$ cat config.mk
export PLATFORM = sky130hd
export DESIGN_NAME = ptb_timebase_cfg
export DESIGN_NICKNAME = d
export VERILOG_FILES = /design/src/common/ptb_pkg.sv /design/src/core/ptb_prescaler.sv /design/src/core/ptb_timebase_cfg.sv
export SDC_FILE = /design/constraint.sdc
export NUM_CORES = 1
export LEC_CHECK = 0
export BUFFER_PORTS_ARGS = -buffer_cell sky130_fd_sc_hd__buf_2
export CELL_PAD_IN_SITES_DETAIL_PLACEMENT = 0
export CELL_PAD_IN_SITES_GLOBAL_PLACEMENT = 2
export CORE_MARGIN = 2
export CORE_UTILIZATION = 28
export DETAILED_ROUTE_END_ITERATION = 16
export GPL_TIMING_DRIVEN = 0
export PLACE_DENSITY = 0.92
export SLEW_MARGIN = 15
export SYNTH_ARGS = -nofsm -noshare
export SYNTH_HDL_FRONTEND = slang
export SYNTH_SLANG_ARGS = --single-unit
$ cat constraint.sdc
create_clock -name mclk_i -period 5.5 [get_ports mclk_i]
set_clock_uncertainty 0.15 [all_clocks]
set_input_delay 1.1 -clock mclk_i [delete_from_list [all_inputs] [get_ports mclk_i]]
set_output_delay 1.1 -clock mclk_i [all_outputs]
set_load 0.02 [all_outputs]
$ cat src/common/ptb_pkg.sv
// Package for the PWM time base clock and sync configuration slice
package ptb_pkg;

	// Word offsets on the Wishbone bus (byte addresses)
	localparam logic [3:0] ADDR_TIMEBASE_CONTROL = 4'h0;
	localparam logic [3:0] ADDR_CLOCK_DIVIDER    = 4'h4;

	// Timebase control field positions
	localparam int TBC_RUN_BIT  = 15;
	localparam int TBC_SYNC_LSB = 4;
	localparam int TBC_SYNC_MSB = 6;
	localparam int TBC_POST_LSB = 0;
	localparam int TBC_POST_MSB = 3;
	// Divider select field positions
	localparam int CDS_DIV_LSB  = 0;
	localparam int CDS_DIV_MSB  = 2;

	// Reset values
	localparam logic [2:0] RST_SYNC_SRC = 3'h0;
	localparam logic [3:0] RST_POSTSCALE = 4'h0;
	localparam logic [2:0] RST_CLK_DIV  = 3'h0;

	// Codes
	localparam logic [2:0] SYNC_SRC_EXTERNAL = 3'h0;
	localparam logic [2:0] CLK_DIV_RESERVED  = 3'h7;
	localparam logic [6:0] PRESCALE_MAX      = 7'h3f;

	// Configuration carried to the prescaler, sync select and postscaler
	typedef struct packed {
		logic       run;
		logic [2:0] sync_src;
		logic [3:0] postscale;
		logic [2:0] clk_div;
	} ptb_cfg_t;

endpackage

$ cat src/core/ptb_prescaler.sv
// Input clock prescaler: one-cycle enable pulse at mclk / 2^div, no pulse for the reserved code 7
module ptb_prescaler (
	input  wire logic       mclk_i,
	input  wire logic       resetn_i,
	input  wire logic       run_i,
	input  wire logic [2:0] div_i,
	output logic            tick_o
);
	logic [6:0] cnt_r;
	logic [6:0] limit;

	// Limit is 2^div - 1, masked to 63 for the reserved code, whose ticks are gated off at tick_o
	always_comb begin
		limit = 7'(({7'h0, 1'b1} << div_i) - 7'h1) & ptb_pkg::PRESCALE_MAX;
	end

	always_ff @(posedge mclk_i) begin
		if (!resetn_i || !run_i) begin
			cnt_r <= 7'h0;
		end else if (cnt_r >= limit) begin
			cnt_r <= 7'h0;
		end else begin
			cnt_r <= cnt_r + 7'h1;
		end
	end

	assign tick_o = run_i && (div_i != ptb_pkg::CLK_DIV_RESERVED) && (cnt_r >= limit);
endmodule // ptb_prescaler

$ cat src/core/ptb_timebase_cfg.sv
// PWM time base configuration: prescaler, sync select, event postscaler
module ptb_timebase_cfg (
	input  wire logic        mclk_i,
	input  wire logic        resetn_i,
	// Classic Wishbone slave
	input  wire logic        wb_cyc_i,
	input  wire logic        wb_stb_i,
	input  wire logic        wb_we_i,
	input  wire logic [3:0]  wb_adr_i,
	input  wire logic [3:0]  wb_sel_i,
	input  wire logic [31:0] wb_dat_i,
	output logic      [31:0] wb_dat_o,
	output logic             wb_ack_o,
	output logic             wb_err_o,
	// Time base side
	input  wire logic        ext_sync_pin_i,
	input  wire logic        compare_match_i,
	output logic             clk_tick_o,
	output logic             sync_pulse_o,
	output logic             event_trigger_o,
	output logic             timebase_run_o
);
	ptb_pkg::ptb_cfg_t cfg_r;
	logic [3:0]        post_cnt_r;
	logic              sync_m_r;
	logic              sync_s_r;
	logic              sync_d_r;
	logic              trig_r;
	logic              ack_r;
	logic              err_r;
	logic [31:0]       rdat_r;
	logic              req;
	logic              hit_ctl;
	logic              hit_div;

	assign req     = wb_cyc_i && wb_stb_i && !ack_r && !err_r;
	assign hit_ctl = wb_adr_i == ptb_pkg::ADDR_TIMEBASE_CONTROL;
	assign hit_div = wb_adr_i == ptb_pkg::ADDR_CLOCK_DIVIDER;

	// Bus answer one cycle after the request; unmapped addresses get err
	always_ff @(posedge mclk_i) begin
		if (!resetn_i) begin
			ack_r <= 1'b0;
			err_r <= 1'b0;
		end else begin
			ack_r <= req && (hit_ctl || hit_div);
			err_r <= req && !(hit_ctl || hit_div);
		end
	end

	// Fields are written whatever the run state; keeping them still while running is software's job
	always_ff @(posedge mclk_i) begin
		if (!resetn_i) begin
			cfg_r.run       <= 1'b0;
			cfg_r.sync_src  <= ptb_pkg::RST_SYNC_SRC;
			cfg_r.postscale <= ptb_pkg::RST_POSTSCALE;
			cfg_r.clk_div   <= ptb_pkg::RST_CLK_DIV;
		end else if (req && wb_we_i) begin
			if (hit_ctl && wb_sel_i[0]) begin
				cfg_r.sync_src  <= wb_dat_i[ptb_pkg::TBC_SYNC_MSB:ptb_pkg::TBC_SYNC_LSB];
				cfg_r.postscale <= wb_dat_i[ptb_pkg::TBC_POST_MSB:ptb_pkg::TBC_POST_LSB];
			end
			if (hit_ctl && wb_sel_i[1]) begin
				cfg_r.run <= wb_dat_i[ptb_pkg::TBC_RUN_BIT];
			end
			if (hit_div && wb_sel_i[0]) begin
				cfg_r.clk_div <= wb_dat_i[ptb_pkg::CDS_DIV_MSB:ptb_pkg::CDS_DIV_LSB];
			end
		end
	end

	always_ff @(posedge mclk_i) begin
		if (!resetn_i) begin
			rdat_r <= 32'h0;
		end else if (req) begin
			rdat_r <= 32'h0;
			if (hit_ctl) begin
				rdat_r[ptb_pkg::TBC_RUN_BIT] <= cfg_r.run;
				rdat_r[ptb_pkg::TBC_SYNC_MSB:ptb_pkg::TBC_SYNC_LSB] <= cfg_r.sync_src;
				rdat_r[ptb_pkg::TBC_POST_MSB:ptb_pkg::TBC_POST_LSB] <= cfg_r.postscale;
			end else if (hit_div) begin
				rdat_r[ptb_pkg::CDS_DIV_MSB:ptb_pkg::CDS_DIV_LSB] <= cfg_r.clk_div;
			end
		end
	end

	assign wb_dat_o = rdat_r;
	assign wb_ack_o = ack_r;
	assign wb_err_o = err_r;

	ptb_prescaler u_prescaler (
		.mclk_i   (mclk_i),
		.resetn_i (resetn_i),
		.run_i    (cfg_r.run),
		.div_i    (cfg_r.clk_div),
		.tick_o   (clk_tick_o)
	);

	// Pin passes two flops before the edge detector reads it
	always_ff @(posedge mclk_i) begin
		if (!resetn_i) begin
			sync_m_r <= 1'b0;
			sync_s_r <= 1'b0;
			sync_d_r <= 1'b0;
		end else begin
			sync_m_r <= ext_sync_pin_i;
			sync_s_r <= sync_m_r;
			sync_d_r <= sync_s_r;
		end
	end

	// Only code 000 routes the external input; reserved codes give nothing
	assign sync_pulse_o = cfg_r.run && (cfg_r.sync_src == ptb_pkg::SYNC_SRC_EXTERNAL)
		&& sync_s_r && !sync_d_r;

	// Postscaler counts matches while running and restarts on stop
	always_ff @(posedge mclk_i) begin
		if (!resetn_i || !cfg_r.run) begin
			post_cnt_r <= 4'h0;
			trig_r     <= 1'b0;
		end else if (compare_match_i) begin
			if (post_cnt_r >= cfg_r.postscale) begin
				post_cnt_r <= 4'h0;
				trig_r     <= 1'b1;
			end else begin
				post_cnt_r <= post_cnt_r + 4'h1;
				trig_r     <= 1'b0;
			end
		end else begin
			trig_r <= 1'b0;
		end
	end

	assign event_trigger_o = trig_r;
	assign timebase_run_o  = cfg_r.run;
endmodule // ptb_timebase_cfg

==> flow_metrics.tcl, run 1 <==
set metrics [dict create \
    die_w_um 88.2 \
    clock-sinks 36 \
    p_int_mw 0.419 \
    hp-class "reg2reg" \
    worst_pin_slew_ns 0.551 \
    setup_repair_after_global_routing_missed_its_margin "false" \
    routed_via_density 4.23 \
    floorplan.initialDensity_pct 29.0 \
    finalWorstPathRequiredPeriod_ns 4.08 \
    finalWeightedCongestion 0.753 \
    ff2ff_path_depth 11 \
    timing_worst_setup_path_type "reg2out" \
    ys_dominant_reg_cell "dfxtp_1" \
    grt_max_degree 13 \
    cts_tree "built" \
    hold_buffers 0 \
    vias_in_the_first_global_route 1565 \
    netSwitchingPower_mw 0.134 \
    post_route_cells_drive_above_1_share_pct 25.7 \
    leakagePower_nw 1.09 \
    synth_largest_type_area_fraction_pct 36.3 \
    hpwlAfterDp_um 3270 \
    worst-r2r-setup-slack_ns 2.61 \
    fp.dieH_um 88.2 \
    via_count 1624 \
    synthesis.area_per_instance_um2 8.81 \
    post_synth_num_cell_types 42 \
    grt_overflow_total 0 \
    crit_fanout 8 \
    crit-reg2reg-launch "cfg_r[1]" \
    seq_cells_post_synth 36 \
    critical_path_required_ns 4.25 \
    f_max_mhz 245 \
    power_frac_clock_pct 42.5 \
    p_per_area_nw_per_um2 225 \
    syn-instance-count 225 \
    outcome "complete, no violations" \
    clkSlewWorstSetupHoldPaths_ns 0.08 \
    dpl-instance-area_um2 2350 \
    finalSetupViolations 0 \
    cts_root_buf "clkbuf_8" \
    yosysSeqAreaShare_pct 36.3 \
    die_footprint_um2 7770 \
    critPathLaunchType "flip-flop" \
    yosys_warnings 0 \
    final_net_count 347 \
    grt_use_total_pct 11.2 \
    slew_viol_final 0 \
    seq_power_share_pct 47.5 \
    detailedRoute.firstPassIterationCount 4 \
    drt.antenna.violating_nets 0 \
    synth_async_reset_ratio_pct 0 \
    netlist_top_cells_area "dfxtp_1, buf_4, ha_1" \
    r2r-end "u_prescaler.cnt_r[4]" \
    final_cell_area_um2 2460 \
    period_share_pct 74.1 \
    antenna-diode-count 0 \
    synth_area_um2 1980 \
    timing.critical_path.slowest_stage_cell "or3_1" \
    io_buffer_count 32 \
    synth_largest_area_cell "dfxtp_1" \
    synth_enable_flop_cells 0 \
    cts_post_setup_buffers_inserted 0 \
    grt_pass1_wl_um 6930 \
    critPathArrivalTime_ns 2.83 \
    worstSkewPairLatency_ns 0.29 \
    clockBufferDepth 2 \
    timing.hold.worst_endpoint "sync_s_r" \
    ir_drop_worst_vdd_uv 120 \
    grt_antenna_before_repair 0 \
    pre_cts_ws_ns 1.73 \
    drv.max_cap_violation_count 0 \
    timing.setup.tns_ns 0 \
    final-hold-violation-count 0 \
    post_cts_resized 0 \
    flow.area_growth_from_synthesis_pct 24.1 \
    hold_start "sync_m_r" \
    detail_route.wirelength_um 4110 \
    drtIter0Drc 38 \
    cts_max_level 2 \
    rows 30 \
    swShare_pct 24.2 \
    power.share.combinational_pct 10.0 \
    fp.coreArea_um2 6830 \
    postLayoutSetupSlackWorst_ns 1.42 \
    io_pins 85 \
    timing.critical_path.to_type "output port" \
    holdPathStages 1 \
    drcViolationCount 0 \
    wl_per_cell_um 10.7 \
    maxSlewHeadroom_pct 63.0 \
    finalHoldWorstSlack_ns 0.288 \
    cts-buffers-inserted 5 \
    path_cells "clkbuf_1 > or3_1 > ha_1 > nor3_1 > a21o_1 > a21oi_1 > ha_1 > a21o_1 > a211oi_1 > a21oi_1 > buf_2" \
    critical-path-max-stage-delay_ns 0.40 \
]
-- worst max-delay path by stage --
| stage | start | endpoint | slack, ns | cells after the start |
|---|---|---|---|---|
| floorplan | cfg_r[1] | clk_tick_o | 1.88 | 10 |
| global placement | cfg_r[1] | clk_tick_o | 1.76 | 11 |
| detailed placement | cfg_r[1] | clk_tick_o | 1.73 | 11 |
| CTS | cfg_r[1] | clk_tick_o | 1.40 | 11 |
| global route | cfg_r[1] | clk_tick_o | 1.22 | 11 |
| finish | cfg_r[1] | clk_tick_o | 1.42 | 11 |
-- flip-flops by register name, indices dropped and copies added, names as in the netlist --
name               flops
cfg_r                 10
wb_dat_o               8
u_prescaler.cnt_r      7
post_cnt_r             4
event_trigger_o        1
sync_d_r               1
sync_m_r               1
sync_s_r               1
timebase_run_o         1
wb_ack_o               1
wb_err_o               1
-- stage by stage --
step / cells / power, mW / utilization [%]
2_1_floorplan: 248 / 0.310 / -
3_3_place_gp: 376 / 0.323 / 34.4
3_5_place_dp: 376 / 0.323 / 34.4
4_1_cts: 384 / 0.560 / 36.0
5_1_grt: 384 / 0.577 / 36.0
6_report: 384 / 0.553 / 36.0
-- final cells by class --
type                            instances  area, µm²
Clock buffer                            5       68.8
Tap cell                               96        120
Inverter                                8       30.0
Timing Repair Buffer                   32        160
Clock inverter                          3       42.5
Multi-Input combinational cell        172       1090
Buffer                                 32        226
Fill cell                             747       4370
Sequential cell                        36        721
-- power by group through the flow --
stage,Sequential (mW),Clock [mW],Combinational (mW)
floorplan,0.269,0,0.0409
global placement,0.269,0,0.0543
detailed placement,0.269,0,0.0547
CTS,0.262,0.243,0.0548
global route,0.263,0.255,0.0600
finish,0.262,0.235,0.0551
-- worst max-delay path, delay by kind of cell (launching register included) --
family	cells	cell delay, ns
flip-flops	1	0.30
AND/OR/NAND/NOR	2	0.56
buffers and inverters	2	0.34
AO/OA/AOI/OAI	5	0.77
adder cells (fa/ha/maj)	2	0.56
-- layout by cell type, fill, tap and decap left out, types with 3 or more instances in the layout --
cell	n
o21ai_0	5
buf_4	24
and2_1	5
ha_1	13
buf_2	33
nand2_1	24
xor2_1	4
a22oi_1	3
a21boi_0	5
o211ai_1	3
nor2b_1	4
and3_1	4
clkbuf_1	5
mux2i_1	4
nand3_1	24
clkbuf_8	5
inv_1	8
conb_1	24
nor3_1	4
a21oi_1	5
nor2_1	12
nand2b_1	5
a21o_1	3
dfxtp_1	36
-- cell families after synthesis --
kind of cell    after synthesis  share of synthesized area, %
flops                        36                          36.3
buf+inv                      40                          12.9
mux                           5                          2.59
other cells                   1                         0.189
simple gates                 92                          25.2
fa+ha+maj                    13                          8.20
compound gates               32                          11.9
xor+xnor                      6                          2.65
-- cells in the mapped netlist (2+ instances only) --
library cell,count
clkbuf_1,5
nand2_1,24
a21o_1,3
nor3_1,4
nor2b_1,4
o21ai_0,5
nand2b_1,5
and2_1,5
buf_6,2
and3_1,4
a21oi_1,5
mux2i_1,4
buf_4,24
nand4_1,2
a211oi_1,2
o211ai_1,3
xor2_1,4
inv_1,8
ha_1,13
a22oi_1,3
dfxtp_1,36
nand3_1,24
a21boi_0,5
nor2_1,12
xnor2_1,2
-- routing by layer --
layer | up-vias | routed length, µm | track usage [%]
li1 | 855 | - | -
met4 | 0 | 29 | 3.31
met5 | - | 0 | 0
met1 | 730 | 1910 | 13.0
met3 | 4 | 192 | 2.92
met2 | 35 | 1980 | 20.2
Note: power is estimated with default switching activity, not from simulation.
==> run 2: changes to the inputs <==
Settings changed: CORE_UTILIZATION 28 to 26, PLACE_DENSITY 0.92 to 0.87.
Clock period 5.5 ns to 4.15 ns, I/O delays scaled along.
==> run 2 against run 1 <==
  * Clock power increased by 8%
  * Register-to-register slack got worse by 1.4 ns
  * Critical path depth unchanged
==> flow_metrics.tcl, run 2 (synthesis gave the netlist of run 1 again) <==
set metrics [dict create \
    outcome "complete, no violations" \
    clock-sinks 36 \
    critPathArrivalTime_ns 2.88 \
    setup_repair_after_global_routing_missed_its_margin "false" \
    met2_length_um 1890 \
    routed_via_density 4.22 \
    cts_root_buf "clkbuf_8" \
    r2r-end "u_prescaler.cnt_r[3]" \
    f_max_mhz 259 \
    cts_max_level 2 \
    final_net_count 347 \
    timing.hold.worst_endpoint "sync_s_r" \
    rows 31 \
    crit-reg2reg-launch "cfg_r[1]" \
    cts_tree "built" \
    critical-path-max-stage-delay_ns 0.42 \
    finalSetupViolations 0 \
    clkSlewWorstSetupHoldPaths_ns 0.07 \
    critPathLaunchType "flip-flop" \
    drcViolationCount 0 \
    postLayoutSetupSlackWorst_ns 0.286 \
    topRoutingLayerUsed "met4" \
    crit_fanout 8 \
    cp_top_family "compound AO/OA/AOI/OAI gates" \
    postLayoutCoreUtil_pct 33.4 \
    drtIter0Drc 24 \
    hold_buffers 0 \
    die_w_um 91.3 \
    detail_route.wirelength_um 4160 \
    fp.coreArea_um2 7330 \
    multi_input_comb_area_um2 1100 \
    dpl-instance-area_um2 2350 \
    drt.antenna.violating_nets 0 \
    finalWeightedCongestion 0.743 \
    m1WireLength_um 2030 \
    holdPathStages 1 \
    via_count 1632 \
    finalWorstPathRequiredPeriod_ns 3.86 \
    most_common_cell_after_layout_fill_and_taps_aside "dfxtp_1" \
    drv.max_cap_violation_count 0 \
    io_buffer_count 32 \
    swShare_pct 23.9 \
    leakagePower_nw 1.08 \
    grt_antenna_before_repair 0 \
    p_per_area_nw_per_um2 275 \
    regArea_um2 721 \
    critical_path_required_ns 3.17 \
    p_int_mw 0.513 \
    die_footprint_um2 8340 \
    power_frac_clock_pct 37.5 \
    flow.area_growth_from_synthesis_pct 23.4 \
    fp.dieH_um 91.3 \
    timing.critical_path.slowest_stage_cell "or3_1" \
    hp-class "reg2reg" \
    vias_in_the_first_global_route 1450 \
    met3_length_um 183 \
    highest_count_cells_in_the_layout_ignoring_fill_and_taps "dfxtp_1, buf_2" \
    power_mw 0.674 \
    largest-register "cfg_r" \
    hold_start "sync_m_r" \
    clockBufferDepth 2 \
    ff2ff_path_depth 11 \
    worst-r2r-setup-slack_ns 1.17 \
    floorplan.initialDensity_pct 27.1 \
    wl_per_cell_um 10.7 \
    final_cell_area_um2 2450 \
    timing.critical_path.buf_inv 2 \
    grt_pass1_wl_um 6870 \
    timing_worst_setup_path_type "reg2out" \
    grt_use_total_pct 10.4 \
    netSwitchingPower_mw 0.161 \
    filler_cells_inserted 781 \
    path_cells "clkbuf_1 > or3_1 > ha_1 > nor3_1 > a21o_1 > a21oi_1 > ha_1 > a21o_1 > a211oi_1 > a21oi_2 > buf_2" \
    cts-buffers-inserted 5 \
    final-hold-violation-count 0 \
    grt_max_degree 11 \
    ir_drop_worst_vdd_uv 93.2 \
    io_pins 85 \
    pre_cts_ws_ns 0.591 \
    period_share_pct 93.1 \
    power.share.combinational_pct 10.8 \
    antenna-diode-count 0 \
    detailedRoute.firstPassIterationCount 4 \
    timing.critical_path.to_type "output port" \
    timing.setup.tns_ns 0 \
    hpwlAfterDp_um 3330 \
    worstSkewPairLatency_ns 0.28 \
    grt_overflow_total 0 \
    worst_pin_slew_ns 0.532 \
    seq_power_share_pct 51.6 \
    slew_viol_final 0 \
    maxSlewHeadroom_pct 64.2 \
    post_route_cells_drive_above_1_share_pct 25.3 \
    largest_reg_flops 10 \
]
run 2: power by group through the flow:
| stage | clock [mW] | sequential [mW] | combinational [mW] |
|---|---|---|---|
| 2_1_floorplan | 0 | 0.356 | 0.0541 |
| 3_3_place_gp | 0 | 0.356 | 0.0723 |
| 3_5_place_dp | 0 | 0.356 | 0.0726 |
| 4_1_cts | 0.264 | 0.348 | 0.0728 |
| 5_1_grt | 0.281 | 0.348 | 0.0793 |
| 6_report | 0.253 | 0.348 | 0.0731 |
run 2: routing by layer:
layer  vias to the layer above  track usage, %
li1                        854               -
met3                         6            3.24
met1                       738            14.1
met5                         -               0
met2                        34            15.6
met4                         0            3.79
run 2: worst max-delay path by stage:
| stage | start | end | slack, ns | depth (start not counted) |
|---|---|---|---|---|
| 6_report | cfg_r[1] | clk_tick_o | 0.29 | 11 |
| 2_1_floorplan | cfg_r[1] | clk_tick_o | 0.80 | 10 |
| 4_1_cts | cfg_r[1] | clk_tick_o | 0.26 | 11 |
| 3_5_place_dp | cfg_r[1] | clk_tick_o | 0.59 | 11 |
| 5_1_grt | cfg_r[1] | clk_tick_o | 0.02 | 11 |
| 3_3_place_gp | cfg_r[1] | clk_tick_o | 0.62 | 11 |
run 2: area by class of cell:
| class | instances | area share, % |
|---|---|---|
| multi-input cells | 172 | 44.8 |
| inverters | 8 | 1.23 |
| clock buffers | 8 | 3.68 |
| well taps | 99 | 5.06 |
| flip-flops and latches | 36 | 29.4 |
| plain buffers | 32 | 9.25 |
| repair buffers | 32 | 6.54 |
run 2: per-stage QoR:
stage                     std cells  hold slack (ns)
after CTS                       387            0.286
after global routing            387            0.305
after global placement          379            0.271
after floorplan                 248            0.262
after detailed placement        379            0.273
final                           387            0.281
run 2: repair_timing:
item,4_1_cts,5_1_grt
buffers inserted,0,0
setup endpoints to repair,0,1
resized for setup,0,1
==> run 3: changes to the inputs <==
Settings changed: GPL_TIMING_DRIVEN 0 to not set.
==> run 3 against run 2 <==
  * Die area stayed put
  * Sequential power hardly changed
  * Flip-flop and latch count stayed put
  * First-iteration DRC count is 58% higher
  * Via count is 8.3% lower
  * Final cell count is 8.5% lower
  * Worst hold slack better by 0.0055 ns
  * Fmax is 2.8% higher
  * Clock power is 13% lower
  * Utilization is 3.3 points lower
  * Combinational power is 29% lower
  * Critical path type unchanged
  * Largest power group unchanged
  * Highest routed layer unchanged
==> flow_metrics.tcl, run 3 (synthesis gave the netlist of run 1 again) <==
set metrics [dict create \
    outcome "complete, no violations" \
    timing.setup.tns_ns 0 \
    die_footprint_um2 8340 \
    floorplan.initialDensity_pct 27.1 \
    netSwitchingPower_mw 0.152 \
    hold_start "sync_m_r" \
    hpwlAfterDp_um 3070 \
    clockBufferDepth 2 \
    finalWorstPathRequiredPeriod_ns 3.76 \
    timing.critical_path.to_type "output port" \
    largest-register "cfg_r" \
    crit-reg2reg-launch "cfg_r[0]" \
    f_max_mhz 266 \
    pre_cts_ws_ns 0.669 \
    cts_root_buf "clkbuf_8" \
    postLayoutCoreUtil_pct 30.1 \
    slew_viol_final 0 \
    critical_path_required_ns 3.17 \
    cts_max_level 2 \
    routed_via_density 4.23 \
    wl_per_cell_um 11.4 \
    final_net_count 317 \
    postLayoutSetupSlackWorst_ns 0.391 \
    antenna-diode-count 0 \
    flow.area_growth_from_synthesis_pct 11.2 \
    hold_buffers 0 \
    drtIter0Drc 38 \
    fp.coreArea_um2 7330 \
    final_cell_area_um2 2210 \
    dpl-instance-area_um2 2140 \
    final-hold-violation-count 0 \
    worstSkewPairLatency_ns 0.28 \
    die_w_um 91.3 \
    post_route_cells_drive_above_1_share_pct 18.0 \
    p_per_area_nw_per_um2 281 \
    cts_post_setup_buffers_inserted 0 \
    ir_drop_worst_vdd_uv 128 \
    vias_in_the_first_global_route 1401 \
    clkSlewWorstSetupHoldPaths_ns 0.07 \
    critPathLaunchType "flip-flop" \
    leakagePower_nw 0.928 \
    hp-class "reg2reg" \
    detail_route.wirelength_um 4020 \
    grt_antenna_before_repair 0 \
    post_cts_resized 0 \
    via_count 1496 \
    seq_power_share_pct 56.1 \
    filler_cells_inserted 795 \
    cts-buffers-inserted 5 \
    power_frac_clock_pct 35.5 \
    largest_reg_flops 10 \
    finalWeightedCongestion 0.724 \
    timing_worst_setup_path_type "reg2out" \
    drv.max_cap_violation_count 0 \
    grt_use_total_pct 9.73 \
    detailedRoute.firstPassIterationCount 4 \
    fp.dieH_um 91.3 \
    worstSetupStartpoint "cfg_r[0]" \
    swShare_pct 24.5 \
    highest_count_cells_in_the_layout_ignoring_fill_and_taps "dfxtp_1, buf_2, nand2_1, nand3_1, conb_1" \
    critPathArrivalTime_ns 2.78 \
    io_buffer_count 34 \
    period_share_pct 90.6 \
    crit_fanout 8 \
    cts_tree "built" \
    setup_repair_after_global_routing_missed_its_margin "false" \
    drcViolationCount 0 \
    drt.antenna.violating_nets 0 \
    grt_pass1_wl_um 6560 \
    grt_overflow_total 0 \
    worst_pin_slew_ns 0.531 \
    most_common_cell_after_layout_fill_and_taps_aside "dfxtp_1" \
    grt_max_degree 34 \
    rows 31 \
    maxSlewHeadroom_pct 64.3 \
    p_int_mw 0.468 \
    clock-sinks 36 \
    power.share.combinational_pct 8.4 \
    io_pins 85 \
    finalSetupViolations 0 \
]
==> run 3: changes by cell type in the layout (fill, tap and decap cells not counted) <==
cell / before / now
buf_6: 2 / 0
clkbuf_1: 7 / 0
buf_2: 33 / 34
clkbuf_8: 6 / 5
a21oi_1: 4 / 5
buf_4: 24 / 0
a21oi_2: 1 / 0
==> run 3: cell type report <==
class                      count  area [µm²]  area share (%)
tap                           99         124            5.62
inverter                       8        30.0            1.36
clock buffer                   5        68.8            3.12
sequential                    36         721            32.7
multi-input combinational    172        1090            49.5
timing repair buffer          34         170            7.71
==> run 3: worst paths after layout <==
check	cells after the start	slack [ns]	end
setup / recovery	10	0.39	clk_tick_o
hold / removal	1	0.29	sync_s_r
setup reg to reg	10	1.29	u_prescaler.cnt_r[3]
hold reg to reg	1	0.29	sync_s_r
==> run 3: critical path: stages, from the launching register on <==
cell and delay (ns):
dfxtp_1 0.38, or3_1 0.44, ha_1 0.25, nor3_1 0.15
a21o_1 0.10, a21oi_1 0.07, ha_1 0.31, nand4b_1 0.12
or2_2 0.30, a21oi_1 0.19, buf_2 0.19
==> run 3: metrics by stage <==
step / hold slack, ns / std cells / total power [mW]
finish: 0.286 / 354 / 0.620
detailed placement: 0.277 / 349 / 0.408
global placement: 0.266 / 349 / 0.407
floorplan: 0.262 / 248 / 0.411
CTS: 0.292 / 354 / 0.628
global route: 0.313 / 354 / 0.650
==> run 3: power by group through the flow <==
stage	combinational (mW)	clock, mW	sequential (mW)
after global placement	0.0512	0	0.356
after detailed placement	0.0519	0	0.356
after global routing	0.0563	0.246	0.348
final	0.0519	0.220	0.348
after CTS	0.0521	0.228	0.348
after floorplan	0.0541	0	0.356
==> run 3: per-layer routing <==
metal | track usage, % | routed length [µm]
met5 | 0 | 0
met4 | 2.27 | 32
met3 | 3.07 | 178
met2 | 14.8 | 1770
met1 | 13.4 | 2040
